==> config.mk <==
export PLATFORM = sky130hd
export DESIGN_NAME = bwio_irq_out
export DESIGN_NICKNAME = d
export VERILOG_FILES = /design/src/bwio_pkg.sv /design/src/bwio_pulse_timer.sv /design/src/bwio_irq_out.sv
export SDC_FILE = /design/constraint.sdc
export NUM_CORES = 1
export LEC_CHECK = 0
export ABC_AREA = 1
export BUFFER_PORTS_ARGS = -buffer_cell sky130_fd_sc_hd__buf_4
export CAP_MARGIN = 40
export CORE_UTILIZATION = 46
export CTS_CLUSTER_SIZE = 28
export DETAILED_ROUTE_END_ITERATION = 6
export GPL_TIMING_DRIVEN = 0
export PLACE_DENSITY_LB_ADDON = 0.08
export SYNTH_ARGS = -nofsm -noshare
export SYNTH_HDL_FRONTEND = slang
export SYNTH_HIERARCHICAL = 1
export SYNTH_SLANG_ARGS = --single-unit
==> constraint.sdc <==
create_clock -name CLK_SYS -period 1.58 [get_ports CLK_SYS]
set_input_delay 0.079 -clock CLK_SYS [delete_from_list [all_inputs] [get_ports CLK_SYS]]
set_output_delay 0.079 -clock CLK_SYS [all_outputs]
set_load 0.05 [all_outputs]
==> src/bwio_pkg.sv <==
// package: register map, field positions, reset values and timing figures
package bwio_pkg;
  // apb register byte offsets
  localparam logic [7:0] OFF_CTRL = 8'h00;
  localparam logic [7:0] OFF_STATUS = 8'h04;
  localparam logic [7:0] OFF_IRQ_STAT = 8'h08;
  localparam logic [7:0] OFF_IRQ_CLR = 8'h0C;
  localparam logic [7:0] OFF_IRQ_EN = 8'h10;
  // control register field positions
  localparam int CTRL_WAKE_OUT_EN = 0;
  localparam int CTRL_BOOT_EVENT_DISABLE = 1;
  localparam int CTRL_LEVEL_SEL = 2;
  localparam int CTRL_WAKE_ROUTE2 = 3;
  localparam int CTRL_BOOT_ROUTE2 = 4;
  localparam int CTRL_W = 5;
  // event bits, shared by status, clear and enable registers
  localparam int EV_BOOT = 0;
  localparam int EV_WAKE_IN = 1;
  localparam int EV_WAKE_OUT = 2;
  localparam int EV_W = 3;
  // status register field positions
  localparam int ST_PWR_LSB = 0;
  localparam int ST_STRAP = 2;
  localparam int ST_SHORT = 3;
  localparam int ST_LONG = 4;
  localparam int ST_PIN1 = 5;
  localparam int ST_PIN2 = 6;
  // reset values
  localparam logic [CTRL_W-1:0] RST_CTRL = 5'h00;
  localparam logic [EV_W-1:0] RST_EV = 3'h0;
  // power state code for wake
  localparam logic [1:0] PWR_WAKE = 2'h1;
  // time unit conversions for the pulse lengths
  localparam int NS_PER_US = 1000;
  localparam int NS_PER_MS = 1000000;
  // clock period and pulse counter width
  localparam int CLK_PERIOD_NS = 20;
  localparam int CNT_W = 24;
  typedef logic [CNT_W-1:0] bwio_cnt_t;
endpackage : bwio_pkg

==> src/bwio_pulse_timer.sv <==
// pulse timer: holds busy for a programmed number of clock cycles
`timescale 1ns/1ps
module bwio_pulse_timer (
  input wire logic CLK_SYS,
  input wire logic RST_B,
  input wire logic start,
  input wire bwio_pkg::bwio_cnt_t len,
  output logic busy
);
  import bwio_pkg::*;

  // all timer state
  typedef struct packed {
    logic busy;
    bwio_cnt_t cnt;
  } bwio_tmr_s;

  bwio_tmr_s s; // registered state
  bwio_tmr_s next_s; // next state

  // count down from len - 1 to zero; a start while busy restarts the pulse
  always_comb begin
    next_s = s;
    if (start) begin
      next_s.busy = 1'b1;
      next_s.cnt = len - bwio_cnt_t'(1);
    end else if (s.busy) begin
      if (s.cnt == '0) begin
        next_s.busy = 1'b0;
      end else begin
        next_s.cnt = s.cnt - bwio_cnt_t'(1);
      end
    end
  end

  // state register
  always_ff @(posedge CLK_SYS or negedge RST_B) begin
    if (!RST_B) begin
      s <= '0;
    end else begin
      s <= next_s;
    end
  end

  assign busy = s.busy;
endmodule : bwio_pulse_timer

==> src/bwio_irq_out.sv <==
// boot and wake interrupt output logic with apb register slave
//
// The register addresses and the APB interface to the registers were decided locally.
`timescale 1ns/1ps
module bwio_irq_out #(
  parameter int BOOT_SHORT_US = 10,
  parameter int BOOT_LONG_MS = 1
) (
  input wire logic CLK_SYS,
  input wire logic RST_B,
  input wire logic PSEL,
  input wire logic PENABLE,
  input wire logic PWRITE,
  input wire logic [7:0] PADDR,
  input wire logic [31:0] PWDATA,
  output logic [31:0] PRDATA,
  output logic PREADY,
  output logic PSLVERR,
  input wire logic [1:0] POWER_STATE,
  input wire logic BOOT_STRAP_SELECT,
  input wire logic BOOT_START,
  input wire logic BOOT_DONE_EVENT,
  input wire logic SOFT_RESET,
  input wire logic DEEP_POWER_OFF,
  output logic FIRST_IRQ_PIN,
  output logic SECOND_IRQ_BOOT_PIN,
  output logic IRQ
);
  import bwio_pkg::*;

  // pulse lengths in cycles, never below one
  // a zero time still gives a one-cycle pulse, so the event is never lost
  localparam int SHORT_NS = BOOT_SHORT_US * NS_PER_US;
  localparam int LONG_NS = BOOT_LONG_MS * NS_PER_MS;
  localparam int SHORT_RAW = SHORT_NS / CLK_PERIOD_NS;
  localparam int LONG_RAW = LONG_NS / CLK_PERIOD_NS;
  localparam bwio_cnt_t SHORT_CYC = bwio_cnt_t'((SHORT_RAW < 1) ? 1 : SHORT_RAW);
  localparam bwio_cnt_t LONG_CYC = bwio_cnt_t'((LONG_RAW < 1) ? 1 : LONG_RAW);

  // all block state
  typedef struct packed {
    logic wake_out_en; // wake state output enable
    logic boot_event_disable; // boot event suppressed while strap low
    logic irq_level_select; // 1: active high, 0: active low
    logic wake_state_route_second; // wake output on second pin while strap low
    logic boot_route_second; // boot event on second pin
    logic [EV_W-1:0] irq_stat; // sticky event bits
    logic [EV_W-1:0] irq_en; // event enables
    logic strap_taken; // strap sampled after reset release
    logic boot_strap_select; // latched strap level
    logic wake_prev; // wake state one cycle ago
    logic pready; // apb ready
    logic pslverr; // apb error
    logic [31:0] prdata; // apb read data
    logic irq; // interrupt level
    logic pin1; // first interrupt pin level
    logic pin2; // second interrupt pin level
  } bwio_state_s;

  bwio_state_s s; // registered state
  bwio_state_s next_s; // next state

  logic short_busy; // short boot pulse running
  logic long_busy; // long boot pulse running
  logic short_start; // launch short pulse
  logic long_start; // launch long pulse
  logic wake_now; // device in wake state
  logic wake_on; // wake indication active
  logic apb_access; // access phase, answer not yet given
  logic wr_commit; // write completes this edge
  logic [EV_W-1:0] ev; // events seen this cycle

  // true when the address is one of the mapped words
  function automatic logic reg_hit(input logic [7:0] a);
    reg_hit = (a == OFF_CTRL) || (a == OFF_STATUS) || (a == OFF_IRQ_STAT) ||
              (a == OFF_IRQ_CLR) || (a == OFF_IRQ_EN);
  endfunction : reg_hit

  // short pulse timer
  bwio_pulse_timer u_short (
    .CLK_SYS(CLK_SYS),
    .RST_B(RST_B),
    .start(short_start),
    .len(SHORT_CYC),
    .busy(short_busy)
  );

  // long pulse timer
  bwio_pulse_timer u_long (
    .CLK_SYS(CLK_SYS),
    .RST_B(RST_B),
    .start(long_start),
    .len(LONG_CYC),
    .busy(long_busy)
  );

  // event and handshake decode
  always_comb begin
    // strap low: short pulse only when not disabled
    short_start = BOOT_DONE_EVENT && s.strap_taken && !s.boot_strap_select &&
                  !s.boot_event_disable;
    // strap high: forced long pulse, disable ignored
    long_start = BOOT_START && s.strap_taken && s.boot_strap_select;
    wake_now = (POWER_STATE == PWR_WAKE);
    wake_on = s.wake_out_en && wake_now;
    apb_access = PSEL && PENABLE && !s.pready;
    wr_commit = PSEL && PENABLE && s.pready && PWRITE && !s.pslverr;
    ev = RST_EV;
    ev[EV_BOOT] = short_start || long_start;
    ev[EV_WAKE_IN] = wake_now && !s.wake_prev;
    ev[EV_WAKE_OUT] = !wake_now && s.wake_prev;
  end

  // next state: strap, bus, status, pins
  always_comb begin
    logic act1; // first pin asserted
    logic act2; // second pin asserted
    act1 = 1'b0;
    act2 = 1'b0;
    next_s = s;
    next_s.wake_prev = wake_now;
    // sample strap once, after reset release
    // a later change of the strap pin is ignored until the next power-up
    if (!s.strap_taken) begin
      next_s.strap_taken = 1'b1;
      next_s.boot_strap_select = BOOT_STRAP_SELECT;
    end
    // apb answer one cycle into the access phase
    next_s.pready = apb_access;
    if (apb_access) begin
      next_s.pslverr = !reg_hit(PADDR);
      next_s.prdata = '0;
      if (!PWRITE) begin
        unique case (PADDR)
          OFF_CTRL: begin
            next_s.prdata[CTRL_WAKE_OUT_EN] = s.wake_out_en;
            next_s.prdata[CTRL_BOOT_EVENT_DISABLE] = s.boot_event_disable;
            next_s.prdata[CTRL_LEVEL_SEL] = s.irq_level_select;
            next_s.prdata[CTRL_WAKE_ROUTE2] = s.wake_state_route_second;
            next_s.prdata[CTRL_BOOT_ROUTE2] = s.boot_route_second;
          end
          OFF_STATUS: begin
            next_s.prdata[ST_PWR_LSB +: 2] = POWER_STATE;
            next_s.prdata[ST_STRAP] = s.boot_strap_select;
            next_s.prdata[ST_SHORT] = short_busy;
            next_s.prdata[ST_LONG] = long_busy;
            next_s.prdata[ST_PIN1] = s.pin1;
            next_s.prdata[ST_PIN2] = s.pin2;
          end
          OFF_IRQ_STAT: begin
            next_s.prdata[EV_W-1:0] = s.irq_stat;
          end
          OFF_IRQ_EN: begin
            next_s.prdata[EV_W-1:0] = s.irq_en;
          end
          default: begin
            next_s.prdata = '0; // clear register and holes read zero
          end
        endcase
      end
    end else if (!(PSEL && PENABLE)) begin
      // error stays up with ready, dropped once the request goes away
      next_s.pslverr = 1'b0;
    end
    // register writes take effect at the completing edge
    if (wr_commit) begin
      unique case (PADDR)
        OFF_CTRL: begin
          next_s.wake_out_en = PWDATA[CTRL_WAKE_OUT_EN];
          next_s.boot_event_disable = PWDATA[CTRL_BOOT_EVENT_DISABLE];
          next_s.irq_level_select = PWDATA[CTRL_LEVEL_SEL];
          next_s.wake_state_route_second = PWDATA[CTRL_WAKE_ROUTE2];
          next_s.boot_route_second = PWDATA[CTRL_BOOT_ROUTE2];
        end
        OFF_IRQ_CLR: begin
          next_s.irq_stat = s.irq_stat & ~PWDATA[EV_W-1:0];
        end
        OFF_IRQ_EN: begin
          next_s.irq_en = PWDATA[EV_W-1:0];
        end
        default: begin
          next_s.irq_stat = next_s.irq_stat; // read-only words ignore writes
        end
      endcase
    end
    // soft reset keeps boot disable and boot routing
    // the boot routing bit sits three places above the disable bit and survives as well
    if (SOFT_RESET) begin
      next_s.wake_out_en = RST_CTRL[CTRL_WAKE_OUT_EN];
      next_s.irq_level_select = RST_CTRL[CTRL_LEVEL_SEL];
      next_s.wake_state_route_second = RST_CTRL[CTRL_WAKE_ROUTE2];
      next_s.irq_en = RST_EV;
      next_s.irq_stat = RST_EV;
    end
    // deep power-off clears the disable bit
    if (DEEP_POWER_OFF) begin
      next_s.boot_event_disable = RST_CTRL[CTRL_BOOT_EVENT_DISABLE];
      next_s.boot_route_second = RST_CTRL[CTRL_BOOT_ROUTE2];
    end
    // new events set sticky bits, winning over a clear
    // irq is taken from the next stored bits, so it rises with the event
    next_s.irq_stat = next_s.irq_stat | ev;
    next_s.irq = |(next_s.irq_stat & next_s.irq_en);
    // boot pulse routed by its routing bit
    act1 = short_busy && !s.boot_route_second;
    act2 = short_busy && s.boot_route_second;
    // wake routed by its routing bit
    // a boot pulse and a wake indication on one pin are merged
    if (wake_on) begin
      if (s.wake_state_route_second) begin
        act2 = 1'b1;
      end else begin
        act1 = 1'b1;
      end
    end
    // strap high: second pin carries only the boot event
    if (s.boot_strap_select) begin
      act2 = 1'b0;
    end
    // asserted pins take the selected level, idle the opposite
    next_s.pin1 = act1 ? s.irq_level_select : !s.irq_level_select;
    next_s.pin2 = act2 ? s.irq_level_select : !s.irq_level_select;
    // long boot pulse is always low
    if (long_busy) begin
      next_s.pin2 = 1'b0;
    end
  end

  // state register; supply loss clears everything except the two pins, which reset high
  always_ff @(posedge CLK_SYS or negedge RST_B) begin
    if (!RST_B) begin
      s <= '0;
      s.pin1 <= 1'b1;
      s.pin2 <= 1'b1;
    end else begin
      s <= next_s;
    end
  end

  // outputs straight from flip-flops
  assign PRDATA = s.prdata;
  assign PREADY = s.pready;
  assign PSLVERR = s.pslverr;
  assign FIRST_IRQ_PIN = s.pin1;
  assign SECOND_IRQ_BOOT_PIN = s.pin2;
  assign IRQ = s.irq;

  // helper: length of the last short pulse
  // counted from zero at the launching edge, so it ends equal to the count
  bwio_cnt_t short_len;
  always_ff @(posedge CLK_SYS or negedge RST_B) begin
    if (!RST_B) begin
      short_len <= '0;
    end else if (short_start) begin
      short_len <= '0;
    end else if (short_busy) begin
      short_len <= short_len + bwio_cnt_t'(1);
    end
  end
endmodule : bwio_irq_out

Word-level counts from Yosys, hierarchy flattened

Index checks and enable logic that the tools add are counted.

Reductions and logical operators: 43
Equality and inequality tests: 8
Bitwise logic cells: 4
Shift-type cells: 0
Multiplexer cells: 31
Add/sub/neg operators: 2
Multiply operators: 0
Magnitude comparators: 0
Divide/modulo/power cells: 0

Operators by type and width:

| cell                                                 | number |
|---|---|
| two-way mux 25 bit                                   | 4 |
| zero test 24 bit                                     | 2 |
| two-way mux 24 bit                                   | 2 |
| subtractor 24 x 1 -> 24 bit (second input constant)  | 2 |
| equality test 8 x 4 -> 1 bit (second input constant) | 2 |
| logical AND 1 bit                                    | 15 |
| two-way mux 1 bit                                    | 15 |
| case mux 3 bit (4 select lines)                      | 1 |
| nonzero test 2 bit                                   | 6 |
| two-way mux 11 bit                                   | 1 |
| zero test 1 bit                                      | 9 |
| equality test 8 x 3 -> 1 bit (second input constant) | 1 |
| equality test 8 x 5 -> 1 bit (second input constant) | 1 |
| zero test 8 bit                                      | 1 |
| AND reduction 2 bit                                  | 4 |
| two-way mux 7 bit                                    | 1 |
| AND 3 bit                                            | 2 |
| two-way mux 3 bit                                    | 2 |
| two-way mux 6 bit                                    | 1 |
| != test 2 bit (second input constant)                | 3 |
| logical OR 1 bit                                     | 5 |
| two-way mux 5 bit                                    | 1 |
| two-way mux 2 bit                                    | 2 |
| case mux 2 bit (2 select lines)                      | 1 |
| other kinds (4)                                      | 4 |

Register bits after elaboration: 101
Memories kept: 0
Input bits: 52
Bits in writable memories: 0
Latch bits: 0
Memory bits (read-only): 0
Word-level logic and storage cells: 108

Logic depth before layout (Yosys ltp)

Gate-level depths: netlist of run 1.

Word-level depth: 9
Mapped depth: 11
Mapped depth without buffers: 11

Hierarchy

The synthesis of run 1 kept the hierarchy.

By module, submodules not included:

| module                     | times used | area each (sq um) | cells each |
|---|---|---|---|
| bwio_pulse_timer (u_short) | 1          | 2593.7            | 438 |
| bwio_pulse_timer (u_long)  | 1          | 2534.9            | 433 |
| bwio_irq_out               | 1          | 1727.9            | 206 |

Worst setup path before layout of run 1

No wires, ideal clock.

Path type: reg-to-reg
From: reg s, in the netlist PREADY
To: reg s, in the netlist IRQ
Data required time: 1.459 ns
Buffers on the path: 0
Stages on the path, launching flop included: 8
Data arrival time: 1.465 ns
Slack: -0.006 ns
Clock period less this slack: 1.586 ns
Cell sequence: dfrtp_1 > nand3_2 > nor2_8 > nand2_2 > o21bai_2 > nand2_2 > nand2_1 > nand3_2

RTL lines:

| element                | RTL line            | text |
|---|---|---|
| from (decl)            | bwio_irq_out.sv:60  | `bwio_state_s s;` |
| from (signal assigned) | bwio_irq_out.sv:236 | `s <= next_s;` |

Final worst setup path of run 1

From: reg u_short/s[12] (netlist bit)
To: reg u_short/s[9] (netlist bit)

Word-level cells in the longest chain between the ends: 3

RTL lines:

| element                              | RTL line               | text |
|---|---|---|
| from (decl)                          | bwio_pulse_timer.sv:18 | `bwio_tmr_s s;` |
| from (signal assigned)               | bwio_pulse_timer.sv:41 | `s <= next_s;` |
| zero test 24 bit                     | bwio_pulse_timer.sv:28 | `if (s.cnt == '0) begin` |
| != test 2 bit (no source line)       | n/a                    |  |
| AND reduction 2 bit (no source line) | n/a                    |  |

Every way passes these cells.
A chain may end at the register's enable or synchronous reset.

==> results.sh, run 1 <==
export IMPL_post_route_util=0.645
export IMPL_required_ns=1.82
export IMPL_slew_headroom=0.636
export IMPL_period_minus_slack_ns=1.62
export IMPL_cts_buffer_depth=2
export IMPL_status="complete, but fails checks"
export IMPL_yosysMostFrequentCell="nand2_1"
export IMPL_cts_tree="built"
export IMPL_finalWorstSetupSlack_ns=-0.0354
export IMPL_cp_start_kind="flip-flop"
export IMPL_worstMarginPinSlew_ns=0.546
export IMPL_max_freq_mhz=619
export IMPL_crit_type="reg -> reg"
export IMPL_clk_latency_ns=0.35
export IMPL_hpwl_mm=13.5
export IMPL_finalHoldViolations=0
export IMPL_period_share=1.02
export IMPL_async_flop_share=1.00
export IMPL_rsz0062_at_grt="yes"
export IMPL_num_vias=7360
export IMPL_wl_per_cell_um=12.2
export IMPL_vdd_ir_drop_worst_uv=779
export IMPL_io_pin_count=89
export IMPL_dieArea_mm2=0.0154
export IMPL_p_leak_nw=4.92
export IMPL_wirelength_met1_mm=8.26
export IMPL_synth_common_cells="316 x nand2_1, 153 x nor2_1, 123 x nand3_1"
export IMPL_layout_area_seq_mm2=0.00193
export IMPL_n_fill_cell=1314
export IMPL_dr_pass1_iters=7
export IMPL_synth_distinct_cells=44
export IMPL_syn_avg_cell_area_um2=6.37
export IMPL_violations="DRC, setup timing"
export IMPL_wl_met3_um=917
export IMPL_crit_path_end_kind="flip-flop"
export IMPL_dp_slack_ns=-0.556
export IMPL_synth_area_top_cells="dfrtp_1 27%, nand2_1 17%, nand3_1 9.0%"
export IMPL_syn_area_mm2=0.00686
export IMPL_gp_congestion=0.936
export IMPL_rows=44
export IMPL_drive_gt1_frac=0.237
export IMPL_coreArea_mm2=0.0145
export IMPL_cp_arrival_ns=1.85
export IMPL_wl_met2_mm=9.44
export IMPL_route_detailed_drc=2
export IMPL_n_antenna_cell=0
export IMPL_start_util=0.472
export IMPL_vias_per_cell=4.72
export IMPL_cts_root_buffer="clkbuf_16"
export IMPL_top_layer="met4"
export IMPL_ys_ff_latch=76
export IMPL_synth_edf_count=0
export IMPL_ys_dominant_reg_cell="dfrtp_1"
export IMPL_ys_seq_area_frac=0.278
export IMPL_totalWireLength_mm=19.1
export IMPL_area_growth_pct=36.8
export IMPL_final_nets=1429
export IMPL_clkTransAtPathRegs_ns=0.07
export IMPL_cts_sinks=76
export IMPL_hp_class="in -> reg"
export IMPL_max_cap_violations=0
export IMPL_maxSlewViolCount=0
export IMPL_grt_max_degree=59
export IMPL_skew_ns=0.0121
export IMPL_power_density_mw_per_mm2=995
export IMPL_die_h_um=124
export IMPL_synth_top_area_share=0.270
export IMPL_ant_nets=0
export IMPL_grt_antenna_before_repair=0
export IMPL_yosys_area_top_type="dfrtp_1"
export IMPL_synth_warnings=6
export IMPL_die_w_um=124
export IMPL_grt_pass1_wl_mm=29.7
export IMPL_track_usage=0.249
export IMPL_multi_input_area_mm2=0.00513
export IMPL_finalSetupViolations=23
export IMPL_drt_iter0_drc=442
export IMPL_h_tree_depth=3
export IMPL_grt_pass1_vias=6423
export IMPL_crit_fanout=10
export IMPL_cts_made_buffers=9
export IMPL_syn_inst=1077
export IMPL_port_buffers=36
export IMPL_gr_total_overflow=0
## placed cells by master (no fill, tap or decap), types with 8 or more instances in the layout
| cell | n |
|---|---|
| buf_6 | 8 |
| clkbuf_16 | 14 |
| o21ai_0 | 31 |
| nor2_4 | 35 |
| conb_1 | 187 |
| a21oi_1 | 21 |
| nand2_2 | 30 |
| nand2_4 | 13 |
| nand3_1 | 122 |
| o21ai_2 | 9 |
| inv_1 | 106 |
| nor2_2 | 23 |
| inv_2 | 9 |
| nand2_1 | 297 |
| nand4_1 | 30 |
| buf_8 | 8 |
| nor2_1 | 140 |
| o211ai_1 | 8 |
| buf_4 | 112 |
| dfrtp_1 | 55 |
| dfrtp_2 | 19 |
| o21bai_1 | 8 |
## area by class of cell
cell class / count / share of cell area
multi-input combinational: 1019 / 0.548
sequential: 76 / 0.206
timing repair buffer: 98 / 0.0951
inverter: 121 / 0.0527
buffer: 45 / 0.0432
tap: 184 / 0.0245
clock buffer: 9 / 0.0240
clock inverter: 7 / 0.00627
timing repair inverter: 1 / 0.000934
## worst max-delay path: stages (launching register included)
cell and delay [ns]:
dfrtp_2 0.44, nor2_2 0.18, nand2_2 0.11, nor2_4 0.15
nand3_4 0.10, nand2_4 0.10, nand2_4 0.10, buf_8 0.17
nand2_1 0.08, nand2_1 0.06
## kinds of logic (layout without fill, tap and decap cells)
kind of cell,after synthesis,in the layout,share of synthesized area
AO/OA/AOI/OAI,99,99,0.0905
AND/OR/NAND/NOR,718,718,0.490
buffers and inverters,167,281,0.118
flip-flops,76,76,0.278
adder cells (fa/ha/maj),6,6,0.0109
other,2,187,0.00110
XOR/XNOR,9,9,0.0115
## through the flow
stage,total power [mW],hold slack [ns],area [um2],TNS (ns),instances
2_1_floorplan,5.52,-0.217,7550,0,1262
3_5_place_dp,6.22,-0.0120,8080,-16.15,1483
5_1_grt,10.0,0.0292,9380,-3.56,1560
6_report,9.33,0.0172,9380,-0.330,1560
3_3_place_gp,6.17,0.256,8050,-15.32,1482
4_1_cts,8.58,0.00614,8730,-0.0163,1526
## what timing repair did
| item | in CTS | in global routing |
|---|---|---|
| endpoints found under the hold margin | 80 | 0 |
| hold buffers | 7 | 0 |
| setup endpoints to repair | 50 | 48 |
| pin swaps | 10 | 27 |
| gates resized for setup | 46 | 91 |
| setup buffers | 20 | 29 |
| gates cloned | 0 | 6 |
## routing by layer
layer  global-route usage  vias to the layer above
met5                    0                        -
met4               0.0759                        0
met3               0.0472                       48
met2                0.437                      207
met1                0.307                     3258
li1                     -                     3847
## sequential cells by signal, indices dropped and copies added (netlist names)
| register | flops |
|---|---|
| u_long/s | 24 |
| u_short/s | 24 |
| s | 14 |
| PRDATA | 7 |
| FIRST_IRQ_PIN | 1 |
| IRQ | 1 |
| PREADY | 1 |
| PSLVERR | 1 |
| SECOND_IRQ_BOOT_PIN | 1 |
| u_long/busy | 1 |
| u_short/busy | 1 |
## power breakdown
group | internal (mW) | switching [mW] | leakage [nW]
Sequential | 2.45 | 0.755 | 0.930
Combinational | 1.63 | 2.48 | 3.86
Clock | 1.09 | 0.927 | 0.138
Total | 5.17 | 4.16 | 4.92
## worst paths after layout
check,from,slack (ns),depth (start not counted),to
max reg2reg,u_short/s[12],-0.04,9,u_short/s[9]
min,POWER_STATE[0],0.02,3,s[37]
min reg2reg,PRDATA[1],0.48,2,PRDATA[1]
max,u_short/s[12],-0.04,9,u_short/s[9]
min in group asynchronous,RST_B,0.16,2,u_short/s[21]
max in group asynchronous,RST_B,0.79,3,SECOND_IRQ_BOOT_PIN
Power figures use the tool's default switching activity.
==> run 2: changes to the inputs <==
--- a/config.mk
+++ b/config.mk
@@ -8,7 +8,9 @@
 export ABC_AREA = 1
 export BUFFER_PORTS_ARGS = -buffer_cell sky130_fd_sc_hd__buf_4
 export CAP_MARGIN = 40
-export CORE_UTILIZATION = 46
+export CELL_PAD_IN_SITES_DETAIL_PLACEMENT = 0
+export CELL_PAD_IN_SITES_GLOBAL_PLACEMENT = 1
+export CORE_UTILIZATION = 38
 export CTS_CLUSTER_SIZE = 28
 export DETAILED_ROUTE_END_ITERATION = 6
 export GPL_TIMING_DRIVEN = 0
==> results.sh, run 2 (synthesis results as in run 1) <==
export IMPL_status="complete, but fails checks"
export IMPL_violations="setup timing"
export IMPL_grt_pass1_wl_mm=30.9
export IMPL_grt_antenna_before_repair=0
export IMPL_netSwitchingFraction=0.431
export IMPL_seqPwrFrac=0.333
export IMPL_die_h_um=136
export IMPL_timing_hold_ws_ns=0.00451
export IMPL_cp_arrival_ns=1.86
export IMPL_max_cap_violations=0
export IMPL_gr_total_overflow=0
export IMPL_rsz0062_at_grt="yes"
export IMPL_ant_nets=0
export IMPL_crit_type="reg -> reg"
export IMPL_port_buffers=36
export IMPL_vdd_ir_drop_worst_uv=856
export IMPL_p_comb_frac=0.426
export IMPL_r2r_setup_slack_ns=-0.05
export IMPL_clkTransAtPathRegs_ns=0.07
export IMPL_cts_made_buffers=9
export IMPL_p_int_mw=5.50
export IMPL_rows=48
export IMPL_final_nets=1431
export IMPL_clk_latency_ns=0.35
export IMPL_crit_top_cell="nand2_4"
export IMPL_p_clk_frac=0.240
export IMPL_grt_pass1_vias=6387
export IMPL_dp_cells=1524
export IMPL_r2r_start="u_long/s[4]"
export IMPL_drt_iter0_drc=428
export IMPL_finalInstanceArea_mm2=0.00954
export IMPL_h_tree_depth=3
export IMPL_critPathSlowestCell="dfrtp_2"
export IMPL_finalWorstSetupSlack_ns=-0.0514
export IMPL_drive_gt1_frac=0.250
export IMPL_period_minus_slack_ns=1.63
export IMPL_route_detailed_drc=0
export IMPL_dpl_instance_area_mm2=0.00813
export IMPL_maxSlewViolCount=0
export IMPL_cts_buffer_depth=2
export IMPL_required_ns=1.81
export IMPL_n_antenna_cell=0
export IMPL_grt_max_degree=60
export IMPL_gp_congestion=0.854
export IMPL_cp_start_kind="flip-flop"
export IMPL_final_cell_mix="282 x nand2_1, 187 x conb_1, 139 x nor2_1, 121 x nand3_1, 116 x buf_4"
export IMPL_vias_per_cell=4.48
export IMPL_final_common_cell="nand2_1"
export IMPL_wl_per_cell_um=12.1
export IMPL_fin_cells=1603
export IMPL_crit_path_end_kind="flip-flop"
export IMPL_switchingPower_mw=4.16
export IMPL_path_buf_inv=1
export IMPL_crit_fanout=8
export IMPL_skew_ns=0.00867
export IMPL_dieArea_mm2=0.0186
export IMPL_p_leak_nw=4.95
export IMPL_finalSetupViolations=19
export IMPL_area_growth_pct=39.1
export IMPL_coreArea_mm2=0.0175
export IMPL_tns_ns=-0.458
export IMPL_cts_sinks=76
export IMPL_n_fill_cell=1770
export IMPL_start_util=0.392
export IMPL_min_from="POWER_STATE[0]"
export IMPL_path_delay_family="simple AND/OR/NAND/NOR gates"
export IMPL_post_route_util=0.546
export IMPL_reg_top3="u_long/s x24, u_short/s x24, s x14"
export IMPL_finalHoldViolations=0
export IMPL_finalPower_mw=9.66
export IMPL_track_usage=0.214
export IMPL_die_w_um=136
export IMPL_dp_slack_ns=-0.648
export IMPL_io_pin_count=89
export IMPL_dr_pass1_iters=5
export IMPL_startpoint="u_long/s[4]"
export IMPL_hp_class="in -> reg"
export IMPL_totalWireLength_mm=19.5
export IMPL_critical_path_cell_chain="nor2_4, nand2_4, nor2_4, nand3_4, nand2_4, nand2_8, buf_12, nand2_4, nand3_2"
export IMPL_num_vias=7174
export IMPL_cts_tree="built"
export IMPL_power_density_mw_per_mm2=1010
export IMPL_period_share=1.03
export IMPL_critPathMaxStageDelay_ns=0.45
export IMPL_cts_root_buffer="clkbuf_16"
export IMPL_hpwl_mm=14.1
export IMPL_max_freq_mhz=613
## run 2: changes by cell type in the layout (fill, tap and decap cells not counted), moves of 2 or more
cell,delta
buf_8,-5
bufinv_16,+2
nor3_2,+2
buf_4,+4
nand2_1,-15
buf_12,+3
nand2_2,+12
nand2_8,+2
nor3_1,-2
## run 2: area by class of cell
class / count / area [um2] / share of cell area
Timing Repair Buffer: 99 / 867 / 0.0909
Clock buffer: 10 / 229 / 0.0240
Inverter: 121 / 487 / 0.0510
Multi-Input combinational cell: 1019 / 5220 / 0.547
Timing Repair inverter: 1 / 6.26 / 0.000656
Tap cell: 225 / 282 / 0.0295
Clock inverter: 6 / 95.1 / 0.00997
Sequential cell: 76 / 1930 / 0.202
Buffer: 46 / 429 / 0.0450
## run 2: final timing paths
kind,end,cells past startpoint
worst min-delay path,s[37],3
worst max register to register,u_long/s[13],9
worst min register to register,PRDATA[2],2
worst max-delay path,u_long/s[13],9
min in group asynchronous,u_short/s[13],2
max in group asynchronous,FIRST_IRQ_PIN,3
## run 2: timing repair
action / in CTS / in global routing
hold endpoints to repair: 79 / 0
gates resized for setup: 64 / 96
pin swaps: 11 / 29
buffers inserted: 24 / 28
endpoints found under the setup margin: 50 / 48
hold buffers: 6 / 0
gates cloned: 0 / 5
## run 2: worst min-delay path, delay by kind of cell
kind | cells | cell delay (ns)
buffers and inverters | 2 | 0.16
AND/OR/NAND/NOR | 1 | 0.09
## run 2: power groups by stage
stage	combinational, mW	sequential (mW)	clock, mW
3_3_place_gp	3.11	3.13	0
5_1_grt	4.61	3.27	2.44
2_1_floorplan	2.59	2.93	0
4_1_cts	3.55	3.14	2.37
6_report	4.12	3.22	2.32
3_5_place_dp	3.14	3.13	0
## run 2: per-layer routing
metal | GRT usage | wire [um]
met2 | 0.366 | 9470
met3 | 0.0414 | 856
met4 | 0.0519 | 361
met5 | 0 | 0
met1 | 0.275 | 8770
==> run 3: changes to the inputs <==
--- a/config.mk
+++ b/config.mk
@@ -11,6 +11,7 @@
 export CELL_PAD_IN_SITES_DETAIL_PLACEMENT = 0
 export CELL_PAD_IN_SITES_GLOBAL_PLACEMENT = 1
 export CORE_UTILIZATION = 38
+export CTS_BUF_LIST = sky130_fd_sc_hd__clkbuf_4
 export CTS_CLUSTER_SIZE = 28
 export DETAILED_ROUTE_END_ITERATION = 6
 export GPL_TIMING_DRIVEN = 0
==> results.sh, run 3 (synthesis results as in run 1) <==
export IMPL_rsz0062_at_grt="yes"
export IMPL_cp_start_kind="flip-flop"
export IMPL_p_clk_frac=0.163
export IMPL_final_cell_mix="283 x nand2_1, 187 x conb_1, 137 x nor2_1, 124 x buf_4, 118 x nand3_1"
export IMPL_reg_top3="u_long/s x24, u_short/s x24, s x14"
export IMPL_p_comb_frac=0.487
export IMPL_grt_max_degree=60
export IMPL_period_minus_slack_ns=1.67
export IMPL_cts_tree="built"
export IMPL_crit_path_end_kind="flip-flop"
export IMPL_dieArea_mm2=0.0186
export IMPL_power_density_mw_per_mm2=947
export IMPL_rows=48
export IMPL_totalWireLength_mm=20.0
export IMPL_gr_total_overflow=0
export IMPL_p_int_mw=4.95
export IMPL_status="complete, but fails checks"
export IMPL_finalWorstSetupSlack_ns=-0.0907
export IMPL_h_tree_depth=3
export IMPL_cts_made_buffers=9
export IMPL_gp_congestion=0.854
export IMPL_fin_cells=1626
export IMPL_cts_root_buffer="clkbuf_4"
export IMPL_hpwl_mm=14.1
export IMPL_route_detailed_drc=0
export IMPL_required_ns=1.94
export IMPL_max_freq_mhz=599
export IMPL_cp_arrival_ns=2.03
export IMPL_grt_pass1_wl_mm=31.7
export IMPL_io_pin_count=89
export IMPL_tns_ns=-1.87
export IMPL_max_cap_violations=0
export IMPL_grt_antenna_before_repair=0
export IMPL_dr_pass1_iters=5
export IMPL_finalPower_mw=9.09
export IMPL_timing_hold_ws_ns=0.0476
export IMPL_port_buffers=36
export IMPL_dp_cells=1524
export IMPL_num_vias=7294
export IMPL_finalSetupViolations=34
export IMPL_ant_nets=0
export IMPL_drive_gt1_frac=0.260
export IMPL_coreArea_mm2=0.0175
export IMPL_final_nets=1454
export IMPL_skew_ns=0.0154
export IMPL_finalHoldViolations=0
export IMPL_maxSlewViolCount=0
export IMPL_vias_per_cell=4.49
export IMPL_final_common_cell="nand2_1"
export IMPL_crit_type="reg -> reg"
export IMPL_crit_fanout=8
export IMPL_post_route_util=0.550
export IMPL_die_w_um=136
export IMPL_clk_latency_ns=0.47
export IMPL_vdd_ir_drop_worst_uv=698
export IMPL_cts_buffer_depth=2
export IMPL_p_leak_nw=5.01
export IMPL_die_h_um=136
export IMPL_worstMarginPinSlew_ns=0.618
export IMPL_violations="setup timing"
export IMPL_drt_iter0_drc=441
export IMPL_slew_headroom=0.587
export IMPL_seqPwrFrac=0.350
export IMPL_area_growth_pct=40.1
export IMPL_cts_sinks=76
export IMPL_start_util=0.392
export IMPL_switchingPower_mw=4.15
export IMPL_grt_pass1_vias=6539
export IMPL_period_share=1.06
export IMPL_track_usage=0.220
export IMPL_hp_class="in -> reg"
export IMPL_clkTransAtPathRegs_ns=0.14
export IMPL_wl_per_cell_um=12.3
export IMPL_netSwitchingFraction=0.456
export IMPL_n_antenna_cell=0
-- run 3: cell count changes in the layout (fill, tap and decap cells not counted), sizes merged --
| cell | delta |
|---|---|
| buf | +9 |
| clkbuf | -1 |
| nand2 | +2 |
| dlygate4sd3 | +13 |
-- run 3: layer usage --
metal | share of wire | routed length (um) | GRT usage | up-vias
li1 | - | - | - | 3886
met1 | 0.45 | 8960 | 0.283 | 3191
met2 | 0.48 | 9500 | 0.375 | 174
met3 | 0.049 | 986 | 0.0388 | 43
met4 | 0.026 | 518 | 0.0605 | 0
met5 | 0 | 0 | 0 | -
-- run 3: worst paths after layout --
check                           cells after the start        start  slack, ns           end
worst max-delay path                                9  u_long/s[8]      -0.09  u_long/s[13]
worst min-delay path                                5     PADDR[0]       0.05       PSLVERR
worst max register to register                      9  u_long/s[8]      -0.09  u_long/s[13]
worst min register to register                      2    PRDATA[2]       0.50     PRDATA[2]
max in group asynchronous                           3        RST_B       0.40  u_short/s[6]
min in group asynchronous                           3        RST_B       0.17  u_short/s[5]
-- run 3: critical path, stage by stage (launching register included) --
cell,delay [ns]
dfrtp_2,0.47
nor2_4,0.18
nand2_1,0.11
nor2_2,0.15
nand3_2,0.14
nand2_4,0.13
nand2_8,0.11
buf_12,0.16
nand2_4,0.05
nand3_2,0.06
-- run 3: stage by stage --
step | setup slack, ns | cell area [um2]
after CTS | -0.0520 | 9020
final | -0.0907 | 9610
after floorplan | 0.0184 | 7550
after detailed placement | -0.648 | 8130
after global placement | -0.635 | 8100
after global routing | -0.133 | 9610
-- run 3: cell type report --
type | instances | area [um2]
repair buffers | 120 | 1040
well taps | 225 | 282
multi-input cells | 1021 | 5260
repair inverters | 1 | 6.26
clock buffers | 10 | 75.1
flip-flops and latches | 76 | 1930
inverters | 121 | 487
plain buffers | 46 | 428
fillers | 1770 | 7870
clock inverters | 6 | 95.1
-- run 3: power groups by stage --
stage          clock (mW)  combinational [mW]  sequential, mW
4_1_cts              1.53                3.87            3.06
6_report             1.48                4.43            3.18
3_5_place_dp            0                3.14            3.13
3_3_place_gp            0                3.11            3.13
5_1_grt              1.60                4.94            3.22
2_1_floorplan           0                2.59            2.93
-- run 3: timing repair --
item                                    4_1_cts  5_1_grt
setup buffers                                38       23
pin swaps                                    13       32
endpoints found under the setup margin       50       49
hold buffers                                 19        0
hold endpoints to repair                     95        0
gates cloned                                  1        5
gates resized for setup                      69      105
